<file path="src/rtl/encoder_pulse_counter_params.svh">
`ifndef ENCODER_PULSE_COUNTER_PARAMS_SVH
`define ENCODER_PULSE_COUNTER_PARAMS_SVH

// ****************************************
// register offsets (byte addresses)
// ****************************************
`define EPC_OFF_CTRL      12'h000
`define EPC_OFF_TARGET    12'h004
`define EPC_OFF_PRELOAD   12'h008
`define EPC_OFF_RESTART   12'h00C
`define EPC_OFF_COUNT     12'h010
`define EPC_OFF_CAPTURED  12'h014
`define EPC_OFF_STATUS    12'h018
`define EPC_OFF_IRQ_EN    12'h01C
`define EPC_OFF_IRQ_CLR   12'h020
`define EPC_OFF_SCAN_DIV  12'h024

// ****************************************
// control register fields
// ****************************************
`define EPC_CTRL_ENABLE    0
`define EPC_CTRL_PRELOAD   1
`define EPC_CTRL_SW_CLEAR  2
`define EPC_CTRL_SW_SAVE   3
`define EPC_CTRL_SRC_LO    4
`define EPC_CTRL_SRC_HI    6
`define EPC_CTRL_CLR_LO    8
`define EPC_CTRL_CLR_HI    11
`define EPC_CTRL_SAVE_LO   12
`define EPC_CTRL_SAVE_HI   15
`define EPC_CTRL_RST       32'h0000_0000

// ****************************************
// status / interrupt bit positions
// ****************************************
`define EPC_ST_REACHED     0
`define EPC_ST_CLEARED     1
`define EPC_ST_CAPTURED    2
`define EPC_ST_WIDTH       3

// ****************************************
// misc reset values
// ****************************************
`define EPC_SCAN_DIV_RST   32'h0000_0013
`define EPC_ZERO32         32'h0000_0000

`endif

</file>
<file path="src/rtl/encoder_pulse_counter_pkg.sv">
package encoder_pulse_counter_pkg;

	// counting mode, fixed at build time
	typedef enum logic {
		count_quadrature,
		count_pulse_dir
	} count_mode_e;

	// encoder that feeds the counter
	typedef enum logic [2:0] {
		src_main,
		src_aux,
		src_quick_counter,
		src_expansion_one,
		src_expansion_two
	} encoder_src_e;

	// clear or save event source
	typedef enum logic [3:0] {
		ev_none,
		ev_level,
		ev_main_index,
		ev_di3_rise,
		ev_di3_fall,
		ev_z1_rise,
		ev_z1_fall,
		ev_z2_rise,
		ev_z2_fall
	} event_src_e;

endpackage : encoder_pulse_counter_pkg

</file>
<file path="src/rtl/quad_step_if.sv">
`timescale 1ns/10ps
`default_nettype none

// one decoded counting step from an encoder channel pair
interface quad_step_if;
	logic up;
	logic down;
	logic index_rise;
	logic index_fall;

	modport producer (output up, output down, output index_rise, output index_fall);
	modport consumer (input up, input down, input index_rise, input index_fall);
endinterface : quad_step_if

`default_nettype wire

</file>
<file path="src/rtl/quad_decoder.sv">
`timescale 1ns/10ps
`default_nettype none

module quad_decoder
	import encoder_pulse_counter_pkg::*;
#(
	parameter count_mode_e MODE = count_quadrature
) (
	// clock and reset
	input  wire logic mclk,
	input  wire logic nrst,
	// raw encoder channels
	input  wire logic ch_a,
	input  wire logic ch_b,
	input  wire logic ch_z,
	// decoded steps
	quad_step_if.producer step
);

	// ****************************************
	// synchronisers and history
	// ****************************************
	logic [2:0] sync1;
	logic [2:0] sync2;
	logic [2:0] last;

	// two flops per channel, third stage is edge history
	always_ff @(posedge mclk) begin
		if (!nrst) begin
			sync1 <= 3'h0;
			sync2 <= 3'h0;
			last  <= 3'h0;
		end else begin
			sync1 <= {ch_z, ch_b, ch_a};
			sync2 <= sync1;
			last  <= sync2;
		end
	end

	// ****************************************
	// step decoding
	// ****************************************
	wire a_now    = sync2[0];
	wire b_now    = sync2[1];
	wire a_edge   = sync2[0] ^ last[0];
	wire b_edge   = sync2[1] ^ last[1];
	wire a_rise   = sync2[0] & ~last[0];
	// a pair of simultaneous edges is a glitch or skip: ignored, not guessed
	wire quad_ok  = a_edge ^ b_edge;
	wire quad_dir = a_edge ? (a_now ^ b_now) : ~(a_now ^ b_now);

	// quadrature counts every edge, pulse-dir counts rising a only
	assign step.up   = (MODE == count_quadrature) ? (quad_ok & quad_dir)
	                                              : (a_rise & b_now);
	assign step.down = (MODE == count_quadrature) ? (quad_ok & ~quad_dir)
	                                              : (a_rise & ~b_now);
	assign step.index_rise = sync2[2] & ~last[2];
	assign step.index_fall = ~sync2[2] & last[2];

endmodule : quad_decoder

`default_nettype wire

</file>
<file path="src/rtl/encoder_pulse_counter.sv">
// Design decisions made here: the APB slave port and the address map.
`timescale 1ns/10ps
`default_nettype none

`include "encoder_pulse_counter_params.svh"

module encoder_pulse_counter
	import encoder_pulse_counter_pkg::*;
#(
	parameter int          WIDTH    = 32,
	parameter count_mode_e MAIN_MODE = count_quadrature,
	parameter count_mode_e AUX_MODE  = count_quadrature
) (
	// clock and reset
	input  wire logic        mclk,
	input  wire logic        nrst,
	// apb slave
	input  wire logic        psel,
	input  wire logic        penable,
	input  wire logic        pwrite,
	input  wire logic [11:0] paddr,
	input  wire logic [31:0] pwdata,
	output logic             pready,
	output logic      [31:0] prdata,
	output logic             pslverr,
	// encoder channels: main, auxiliary, quick pair, expansion one/two
	input  wire logic        main_a,
	input  wire logic        main_b,
	input  wire logic        main_z,
	input  wire logic        aux_a,
	input  wire logic        aux_b,
	input  wire logic        quick_a,
	input  wire logic        quick_b,
	input  wire logic        third_digital_input,
	input  wire logic        exp1_a,
	input  wire logic        exp1_b,
	input  wire logic        exp1_z,
	input  wire logic        exp2_a,
	input  wire logic        exp2_b,
	input  wire logic        exp2_z,
	// ladder-side level clear and save sources
	input  wire logic        clear_level,
	input  wire logic        save_level,
	// results
	output logic             count_reached,
	output logic             clear_happened_flag,
	output logic             capture_happened_flag,
	output logic             irq
);

	// ****************************************
	// encoder decoders
	// ****************************************
	// one step bundle per encoder input group
	quad_step_if s_main ();
	quad_step_if s_aux ();
	quad_step_if s_quick ();
	quad_step_if s_exp1 ();
	quad_step_if s_exp2 ();

	// main encoder carries position feedback: quadrature only
	quad_decoder #(.MODE(count_quadrature)) u_main (
		.mclk(mclk), .nrst(nrst), .ch_a(main_a), .ch_b(main_b), .ch_z(main_z),
		.step(s_main.producer));
	// the auxiliary input has no index line
	quad_decoder #(.MODE(AUX_MODE)) u_aux (
		.mclk(mclk), .nrst(nrst), .ch_a(aux_a), .ch_b(aux_b), .ch_z(1'b0),
		.step(s_aux.producer));
	// third input rides on the quick pair's index slot for edge detection
	quad_decoder #(.MODE(MAIN_MODE)) u_quick (
		.mclk(mclk), .nrst(nrst), .ch_a(quick_a), .ch_b(quick_b),
		.ch_z(third_digital_input), .step(s_quick.producer));
	// expansion inputs share the auxiliary mode
	quad_decoder #(.MODE(AUX_MODE)) u_exp1 (
		.mclk(mclk), .nrst(nrst), .ch_a(exp1_a), .ch_b(exp1_b), .ch_z(exp1_z),
		.step(s_exp1.producer));
	quad_decoder #(.MODE(AUX_MODE)) u_exp2 (
		.mclk(mclk), .nrst(nrst), .ch_a(exp2_a), .ch_b(exp2_b), .ch_z(exp2_z),
		.step(s_exp2.producer));

	// ****************************************
	// registers
	// ****************************************
	logic [31:0]                ctrl;
	logic [WIDTH-1:0]           target_count;
	logic [WIDTH-1:0]           preload_value;
	logic [WIDTH-1:0]           restart_value;
	logic [WIDTH-1:0]           accumulated_count;
	logic [WIDTH-1:0]           captured_count;
	logic [`EPC_ST_WIDTH-1:0]   status;
	logic [`EPC_ST_WIDTH-1:0]   irq_en;
	logic [31:0]                scan_div;
	logic [31:0]                scan_cnt;
	// scan history and pending events
	logic                       enable_last;
	logic                       pend_up;
	logic                       pend_down;
	logic                       pend_clear;
	logic                       pend_save;
	logic                       reached_last;

	// ****************************************
	// control field decode
	// ****************************************
	// reserved control bits are stored but unused
	wire        enable    = ctrl[`EPC_CTRL_ENABLE];
	wire        preload   = ctrl[`EPC_CTRL_PRELOAD];
	wire [2:0]  src_raw   = ctrl[`EPC_CTRL_SRC_HI:`EPC_CTRL_SRC_LO];
	wire [3:0]  clr_raw   = ctrl[`EPC_CTRL_CLR_HI:`EPC_CTRL_CLR_LO];
	wire [3:0]  save_raw  = ctrl[`EPC_CTRL_SAVE_HI:`EPC_CTRL_SAVE_LO];
	wire        src_quick = (src_raw == src_quick_counter);
	wire        src_exp   = (src_raw == src_expansion_one) | (src_raw == src_expansion_two);

	// selected encoder's steps
	// unused source codes select no steps
	wire step_up   = (src_raw == src_main)          ? s_main.up  :
	                 (src_raw == src_aux)           ? s_aux.up   :
	                 (src_raw == src_quick_counter) ? s_quick.up :
	                 (src_raw == src_expansion_one) ? s_exp1.up  :
	                 (src_raw == src_expansion_two) ? s_exp2.up  : 1'b0;
	wire step_down = (src_raw == src_main)          ? s_main.down  :
	                 (src_raw == src_aux)           ? s_aux.down   :
	                 (src_raw == src_quick_counter) ? s_quick.down :
	                 (src_raw == src_expansion_one) ? s_exp1.down  :
	                 (src_raw == src_expansion_two) ? s_exp2.down  : 1'b0;

	// event source decode; DI3 edges need the quick source, Z1/Z2 edges either expansion source, main index none
	// one decode serves both clear and save
	function automatic logic event_hit(input logic [3:0] sel, input logic lvl);
		case (sel)
			ev_level:      event_hit = lvl;
			ev_main_index: event_hit = s_main.index_rise;
			ev_di3_rise:   event_hit = src_quick & s_quick.index_rise;
			ev_di3_fall:   event_hit = src_quick & s_quick.index_fall;
			ev_z1_rise:    event_hit = src_exp & s_exp1.index_rise;
			ev_z1_fall:    event_hit = src_exp & s_exp1.index_fall;
			ev_z2_rise:    event_hit = src_exp & s_exp2.index_rise;
			ev_z2_fall:    event_hit = src_exp & s_exp2.index_fall;
			default:       event_hit = 1'b0;
		endcase
	endfunction : event_hit

	// a level source is the pin or the strobe bit
	wire clear_ev  = event_hit(clr_raw, clear_level | ctrl[`EPC_CTRL_SW_CLEAR]);
	wire save_ev   = event_hit(save_raw, save_level | ctrl[`EPC_CTRL_SW_SAVE]);

	// ****************************************
	// scan strobe
	// ****************************************
	// >= so a divider lowered below the running count
	// strobes at once instead of after a wrap
	wire scan = (scan_cnt >= scan_div);

	// free-running scan divider
	// one scan of the ladder program is scan_div + 1 clocks
	always_ff @(posedge mclk) begin
		if (!nrst)
			scan_cnt <= `EPC_ZERO32;
		else
			scan_cnt <= scan ? `EPC_ZERO32 : scan_cnt + 32'h0000_0001;
	end

	// clear and save events pile up between scans so none is lost;
	// a scan uses the live event and drops the pending copy,
	// so no event acts in two scans
	always_ff @(posedge mclk) begin
		if (!nrst) begin
			pend_up    <= 1'b0;
			pend_down  <= 1'b0;
			pend_clear <= 1'b0;
			pend_save  <= 1'b0;
		end else begin
			pend_clear <= scan ? 1'b0 : (pend_clear | clear_ev);
			pend_save  <= scan ? 1'b0 : (pend_save | save_ev);
			pend_up    <= step_up;
			pend_down  <= step_down;
		end
	end

	// ****************************************
	// counter core
	// ****************************************
	// all controls but the enable-low count hold wait for a scan; with enable low
	// clears and saves are dropped, not held
	wire enable_rise = scan & enable & ~enable_last;
	wire do_clear    = scan & enable & (pend_clear | clear_ev);
	// a restart value of zero turns the wrap off
	wire at_restart  = (restart_value != {WIDTH{1'b0}}) && (accumulated_count == restart_value);
	wire do_restart  = scan & enable & at_restart;
	wire do_preload  = scan & enable & preload;
	wire do_save     = scan & enable & (pend_save | save_ev);
	// rearms once the count leaves the target
	wire reached     = (accumulated_count == target_count);
	wire next_reached_pulse = scan & enable & reached & ~reached_last;

	// priority: enable edge / clear / restart, then preload, then steps
	// a step landing in a clear or preload scan is lost
	wire [WIDTH-1:0] next_count =
		(enable_rise | do_clear | do_restart) ? {WIDTH{1'b0}} :
		do_preload                            ? preload_value :
		~enable                               ? accumulated_count :
		pend_up                               ? accumulated_count + {{(WIDTH-1){1'b0}}, 1'b1} :
		pend_down                             ? accumulated_count - {{(WIDTH-1){1'b0}}, 1'b1} :
		accumulated_count;

	// enable and reached history move only at a scan
	always_ff @(posedge mclk) begin
		if (!nrst) begin
			accumulated_count <= {WIDTH{1'b0}};
			captured_count    <= {WIDTH{1'b0}};
			enable_last       <= 1'b0;
			reached_last      <= 1'b0;
		end else begin
			accumulated_count <= next_count;
			if (do_save)
				captured_count <= accumulated_count;
			if (scan) begin
				enable_last  <= enable;
				reached_last <= reached & enable;
			end
		end
	end

	// one-scan result pulses, registered for clean outputs
	// each flag stands one full scan period
	always_ff @(posedge mclk) begin
		if (!nrst) begin
			count_reached         <= 1'b0;
			clear_happened_flag   <= 1'b0;
			capture_happened_flag <= 1'b0;
		end else if (scan) begin
			count_reached         <= next_reached_pulse;
			clear_happened_flag   <= do_clear | do_restart;
			capture_happened_flag <= do_save;
		end
	end

	// ****************************************
	// apb slave
	// ****************************************
	// writes land only at the completing edge: the
	// master holds through the wait state, so an
	// ungated strobe would write twice
	wire        wr_en   = psel & penable & pwrite & pready;
	wire        hit_ctl = (paddr == `EPC_OFF_CTRL);
	wire        hit_tgt = (paddr == `EPC_OFF_TARGET);
	wire        hit_pre = (paddr == `EPC_OFF_PRELOAD);
	wire        hit_rst = (paddr == `EPC_OFF_RESTART);
	wire        hit_cnt = (paddr == `EPC_OFF_COUNT);
	wire        hit_cap = (paddr == `EPC_OFF_CAPTURED);
	wire        hit_st  = (paddr == `EPC_OFF_STATUS);
	wire        hit_ie  = (paddr == `EPC_OFF_IRQ_EN);
	wire        hit_ic  = (paddr == `EPC_OFF_IRQ_CLR);
	wire        hit_div = (paddr == `EPC_OFF_SCAN_DIV);
	wire        mapped  = hit_ctl | hit_tgt | hit_pre | hit_rst | hit_cnt | hit_cap
	                      | hit_st | hit_ie | hit_ic | hit_div;
	// narrower counts read back zero-extended
	wire [31:0] rd_mux  =
		hit_ctl ? ctrl :
		hit_tgt ? 32'(target_count) :
		hit_pre ? 32'(preload_value) :
		hit_rst ? 32'(restart_value) :
		hit_cnt ? 32'(accumulated_count) :
		hit_cap ? 32'(captured_count) :
		hit_st  ? 32'(status) :
		hit_ie  ? 32'(irq_en) :
		hit_div ? scan_div : `EPC_ZERO32;   // clear register reads zero

	// software-written registers; strobe bits self-clear after one scan
	// control reads back as written, strobes aside
	always_ff @(posedge mclk) begin
		if (!nrst) begin
			ctrl          <= `EPC_CTRL_RST;
			target_count  <= {WIDTH{1'b0}};
			preload_value <= {WIDTH{1'b0}};
			restart_value <= {WIDTH{1'b0}};
			irq_en        <= {`EPC_ST_WIDTH{1'b0}};
			scan_div      <= `EPC_SCAN_DIV_RST;
		end else begin
			if (wr_en & hit_ctl)
				ctrl <= pwdata;
			else if (scan) begin
				ctrl[`EPC_CTRL_SW_CLEAR] <= 1'b0;
				ctrl[`EPC_CTRL_SW_SAVE]  <= 1'b0;
			end
			if (wr_en & hit_tgt)
				target_count <= pwdata[WIDTH-1:0];
			if (wr_en & hit_pre)
				preload_value <= pwdata[WIDTH-1:0];
			if (wr_en & hit_rst)
				restart_value <= pwdata[WIDTH-1:0];
			if (wr_en & hit_ie)
				irq_en <= pwdata[`EPC_ST_WIDTH-1:0];
			if (wr_en & hit_div)
				scan_div <= pwdata;
		end
	end

	// sticky status: a set in the clear cycle wins
	// irq follows status at once, an enable write a cycle later
	wire [`EPC_ST_WIDTH-1:0] st_set = {do_save, do_clear | do_restart, next_reached_pulse};
	wire [`EPC_ST_WIDTH-1:0] st_clr = (wr_en & hit_ic) ? pwdata[`EPC_ST_WIDTH-1:0]
	                                                   : {`EPC_ST_WIDTH{1'b0}};

	always_ff @(posedge mclk) begin
		if (!nrst) begin
			status  <= {`EPC_ST_WIDTH{1'b0}};
			irq     <= 1'b0;
			pready  <= 1'b0;
			prdata  <= `EPC_ZERO32;
			pslverr <= 1'b0;
		end else begin
			status  <= (status & ~st_clr) | st_set;
			irq     <= |(((status & ~st_clr) | st_set) & irq_en);
			// one wait state: ready follows the first access cycle
			pready  <= psel & penable & ~pready;
			// reads sample in the access cycle; data is zero otherwise
			prdata  <= (psel & penable & ~pready & ~pwrite) ? rd_mux : `EPC_ZERO32;
			// unmapped offsets answer with an error
			pslverr <= psel & penable & ~pready & ~mapped;
		end
	end

endmodule : encoder_pulse_counter

`default_nettype wire

</file>
<file path="config.mk">
export PLATFORM = sky130hd
export DESIGN_NAME = encoder_pulse_counter
export DESIGN_NICKNAME = d
export VERILOG_FILES = /design/src/rtl/encoder_pulse_counter_pkg.sv /design/src/rtl/quad_step_if.sv /design/src/rtl/quad_decoder.sv /design/src/rtl/encoder_pulse_counter.sv
export VERILOG_INCLUDE_DIRS = /design/src /design/src/rtl
export SDC_FILE = /design/constraint.sdc
export NUM_CORES = 1
export LEC_CHECK = 0
export BUFFER_PORTS_ARGS = -buffer_cell sky130_fd_sc_hd__buf_2
export CORE_ASPECT_RATIO = 1.75
export CORE_MARGIN = 2
export CORE_UTILIZATION = 55
export CTS_CLUSTER_SIZE = 16
export DETAILED_ROUTE_END_ITERATION = 10
export GPL_TIMING_DRIVEN = 0
export HOLD_SLACK_MARGIN = 0.1
export PLACE_DENSITY = 0.7
export SYNTH_ARGS = -nofsm -noshare
export SYNTH_HDL_FRONTEND = slang
export SYNTH_SLANG_ARGS = --single-unit
</file>
<file path="constraint.sdc">
create_clock -name mclk -period 4.87 [get_ports mclk]
set_clock_uncertainty 0.2 [all_clocks]
set_input_delay 0.2435 -clock mclk [delete_from_list [all_inputs] [get_ports mclk]]
set_output_delay 0.2435 -clock mclk [all_outputs]
set_load 0.005 [all_outputs]
</file>
==> impl_summary.txt <==
----------------------------------------------------
[STA]
  Measured slew at the worst slew-check pin ... about 1.2 ns
  Worst slew margin ... approximately 22%
  Final Slew Violations ... 0
  Maximum clock frequency ... around 220 MHz
  RSZ-0062 raised after global routing ... no
  Setup slack of the critical path after layout ... approximately 0.39 ns
  Setup Viol. Count Final ... 0
  Fin crit period ... 4.48 ns
  Fin Hold WS ... 0.207 ns
  Total count of hold-check failures in the final report ... 0
  Setup total negative slack ... 0 ns
  Final period utilization ... 92.1%

[Critical path]
  Cell count of the worst reg-to-reg path ... 13
  CP max-delay cell ... sky130_fd_sc_hd__inv_1
  Required time of the critical path ... ~5.1 ns
  Instance count on the critical path ... 13
  Kind of cell adding the most delay to the critical path ... compound AO/OA/AOI/OAI gates
  Reg-to-reg critical path startpoint ... pend_up
  Cell chain of the critical path ... clkbuf_1, inv_1, ha_1, a211oi_2, nor2_2, o221ai_2, o221ai_4, a41oi_4, o41a_1, nor2_1, a211oi_2, xor2_1, a211oi_2
  Type of origin of the critical path ... register
  Startpoint-to-endpoint class of the critical path ... reg -> reg
  Worst setup path start ... pend_up
  Critical Path Fanout Max ... 31
  Max stage delay on crit path ... between 0.8 and 0.9 ns
  Cell repeated most along the worst path ... sky130_fd_sc_hd__a211oi_2
  Critical path buffer and inverter count ... 2
  Kind of end point of the critical path ... register
  R2r endpoint ... accumulated_count[31]
  Worst EP arrival ... approximately 4.7 ns
  Register-to-Register Setup Slack ... about 0.39 ns
  Endpoint of the most critical setup path ... accumulated_count[31]

[Synth]
  Post-synthesis instance area ... 0.0169 mm2
  Synthesized netlist cell count ... roughly 2,100
  Warning count from the yosys run ... 0
  Number of synthesized flops with an enable pin ... 0
  Synth top area cells ... sky130_fd_sc_hd__dfxtp_1 (41%), sky130_fd_sc_hd__nand2_1 (8.8%), sky130_fd_sc_hd__a21oi_1 (8.2%)
  Synthesized area per cell ... a little over 8 um2
  Area leader, netlist ... sky130_fd_sc_hd__dfxtp_1
  Number of distinct library cells after synthesis ... 73
  Post-synthesis sequential area ratio ... around two fifths
  Most frequently used flop master after synthesis ... sky130_fd_sc_hd__dfxtp_1
  Number of synthesized register bits ... between 300 and 400
  Fraction of synthesis flops using an asynchronous set or reset pin ... 0%
  Syn nets ... ~2,200
  Top cell type's share of synthesized area ... 41.2%

[CTS]
  Clock latency on the worst-skew pair ... 0.53 ns
  Sink Count ... 348
  CTS tree ... built
  Total number of H-tree levels ... 2
  Clock slew seen by the registers of the worst setup and hold paths ... 0.06 ns
  CTS Root Buffer Type ... sky130_fd_sc_hd__clkbuf_16
  Deepest clock path buffer count ... 3
  # Post-CTS Setup Buffers ... 0
  Clock buffers created by TritonCTS ... 34

[Placed design]
  Final HPWL DP ... between 40 and 50 mm
  IO Port Bufs ... 100
  Total instance count after detailed placement ... about 2,600
  Setup Slack @ Placement ... between 0.4 and 0.5 ns
  Placer congestion estimate ... about 1.0

[Detailed routing]
  Drt drc ... 0
  Vias after detailed routing ... between 15,000 and 20,000
  Detailed-route vias per instance ... around 6
  Wire length per cell ... roughly 22 um
  Count of antenna-violating nets left after detailed routing ... 0
  Total routed wirelength ... roughly 58 mm
  First-pass iteration count of the detailed router ... 8
  Starting DRT DRC Count ... between 1,000 and 1,500

[Pwr]
  PwrDens ... 297 mW/mm2
  Worst ir drop on vdd ... roughly 0.00032 V
  Static Leak ... approximately 8 nW

[Floorplanning]
  Die footprint ... around 0.032 mm2
  Die Y ... around 240 um
  Io pins ... 103
  Floorplan row count ... 85
  Starting Density ... ~55%
  Total core area ... approximately 0.03 mm2
  Die width ... 137 um

[Final layout]
  Non-Filler Instances ... 2,671
  Number of inserted diodes ... 0
  Layout-stage area growth over the synthesis result ... 15.5%
  Fraction of final layout cells sized beyond drive strength 1 ... under 10%
  Total Nets Final ... ~2,400

[Global route]
  Wire length of the first global-routing pass ... between 80 and 90 mm
  Number of antenna violations at the first check in global routing ... 0
  Via count of the first global-routing pass ... 15,633
  Pin count of the biggest net entering global routing ... 32
  Global routing usage summed across all routing layers ... between 30% and 40%
  Total global routing overflow ... 0

[Run status]
  Run status ... complete, no violations

[Min path]
  Beginning of the worst hold path ... paddr[3]
  Hold WC Path Type ... in -> reg

[Run]
  Max_cap viols ... 0

----------------------------------------------------
-- cells in the final DEF (no fill, tap or decap), drive strengths merged, types with 7 or more instances in the layout --
| cell type | count |
|---|---|
| a211oi | 24 |
| a21o | 27 |
| a21oi | 276 |
| a221o | 29 |
| a31o | 7 |
| a31oi | 7 |
| and2 | 45 |
| and3 | 10 |
| buf | 130 |
| clkbuf | 144 |
| clkinv | 10 |
| dfxtp | 348 |
| dlygate4sd3 | 54 |
| ha | 63 |
| inv | 51 |
| mux2i | 73 |
| nand2 | 397 |
| nand2b | 12 |
| nand3 | 23 |
| nand4 | 27 |
| nor2 | 150 |
| nor3 | 45 |
| nor4 | 29 |
| o211ai | 13 |
| o21a | 7 |
| o21ai | 36 |
| o22ai | 30 |
| or3 | 8 |
| xnor2 | 66 |
| xor2 | 61 |
-- power breakdown --
group / leakage (nW) / switching [mW] / internal [mW] / total [mW]
sequential: 2.81 / 0.00884 / 2.86 / 2.87
clock: 0.544 / 1.14 / 1.50 / 2.65
combinational: 4.52 / 0.188 / 0.104 / 0.291
-- per-layer routing --
layer,up-vias,track usage (%),wire length [um]
li1,7574,-,-
met1,7327,38.5,21300
met2,600,61.8,28400
met3,223,4.47,2960
met4,0,28.4,5380
met5,-,0,0
-- sequential cells by signal (all words and copies together) (netlist names), 32 cells and up --
signal / count
accumulated_count: 32
restart_value: 32
scan_div: 32
ctrl: 32
captured_count: 32
prdata: 32
scan_cnt: 32
preload_value: 32
target_count: 32
-- layout make-up --
cell class	count	area (um2)
tap	391	489
clock buffer	44	960
multi-input combinational	1538	9240
buffer	130	534
timing repair buffer	154	1040
fill	2738	11000
clock inverter	16	141
sequential	348	6970
inverter	50	188
-- through the flow --
| stage | utilization, % | power [mW] | area [um2] |
|---|---|---|---|
| after CTS | 64.1 | 5.82 | 19600 |
| after global placement | 58.7 | 3.18 | 17900 |
| final | 64.1 | 5.81 | 19600 |
| after global routing | 64.1 | 5.96 | 19600 |
| after detailed placement | 58.7 | 3.19 | 17900 |
| after floorplan | - | 3.07 | 16900 |
-- worst min-delay path by stage --
stage          slack (ns)  cells after the start         endpoint
5_1_grt              0.25                      1  u_exp1.sync2[1]
6_report             0.21                      4        status[0]
3_3_place_gp         0.21                      1  u_exp2.sync2[1]
2_1_floorplan        0.17                      2      scan_div[0]
3_5_place_dp         0.22                      1  u_exp1.sync2[0]
4_1_cts              0.17                      4        status[0]
-- logic make-up (layout without fill, tap and decap cells) --
group	Yosys count	count (layout)	share of synthesized area (%)
simple gates	771	771	20.3
compound gates	503	503	18.6
flops	348	348	41.2
buf+inv	180	394	4.27
xor+xnor	127	127	6.57
mux	73	73	4.32
fa+ha+maj	64	64	4.78
-- Yosys cell counts, drive strengths merged (29+ instances only) --
cell / n
inv: 50
and2: 45
buf: 30
o22ai: 30
nor3: 45
a21oi: 276
mux2i: 73
xnor2: 66
xor2: 61
ha: 63
dfxtp: 348
nor2: 150
a221o: 29
clkbuf: 100
nand2: 397
o21ai: 36
nor4: 29
-- what timing repair did --
| item | CTS | global route |
|---|---|---|
| setup endpoints to repair | 0 | 0 |
| hold buffers | 54 | 0 |
| endpoints found under the hold margin | 185 | 0 |
| resized for setup | 0 | 0 |
-- worst reg2reg max path, stage by stage, from the launching register on --
cell	delay (ns)
sky130_fd_sc_hd__dfxtp_1	0.30
sky130_fd_sc_hd__clkbuf_1	0.19
sky130_fd_sc_hd__inv_1	0.85
sky130_fd_sc_hd__ha_1	0.43
sky130_fd_sc_hd__a211oi_2	0.26
sky130_fd_sc_hd__nor2_2	0.10
sky130_fd_sc_hd__o221ai_2	0.33
sky130_fd_sc_hd__o221ai_4	0.25
sky130_fd_sc_hd__a41oi_4	0.36
sky130_fd_sc_hd__o41a_1	0.27
sky130_fd_sc_hd__nor2_1	0.08
sky130_fd_sc_hd__a211oi_2	0.34
sky130_fd_sc_hd__xor2_1	0.29
sky130_fd_sc_hd__a211oi_2	0.10
Note: power is estimated with default switching activity, not from simulation.
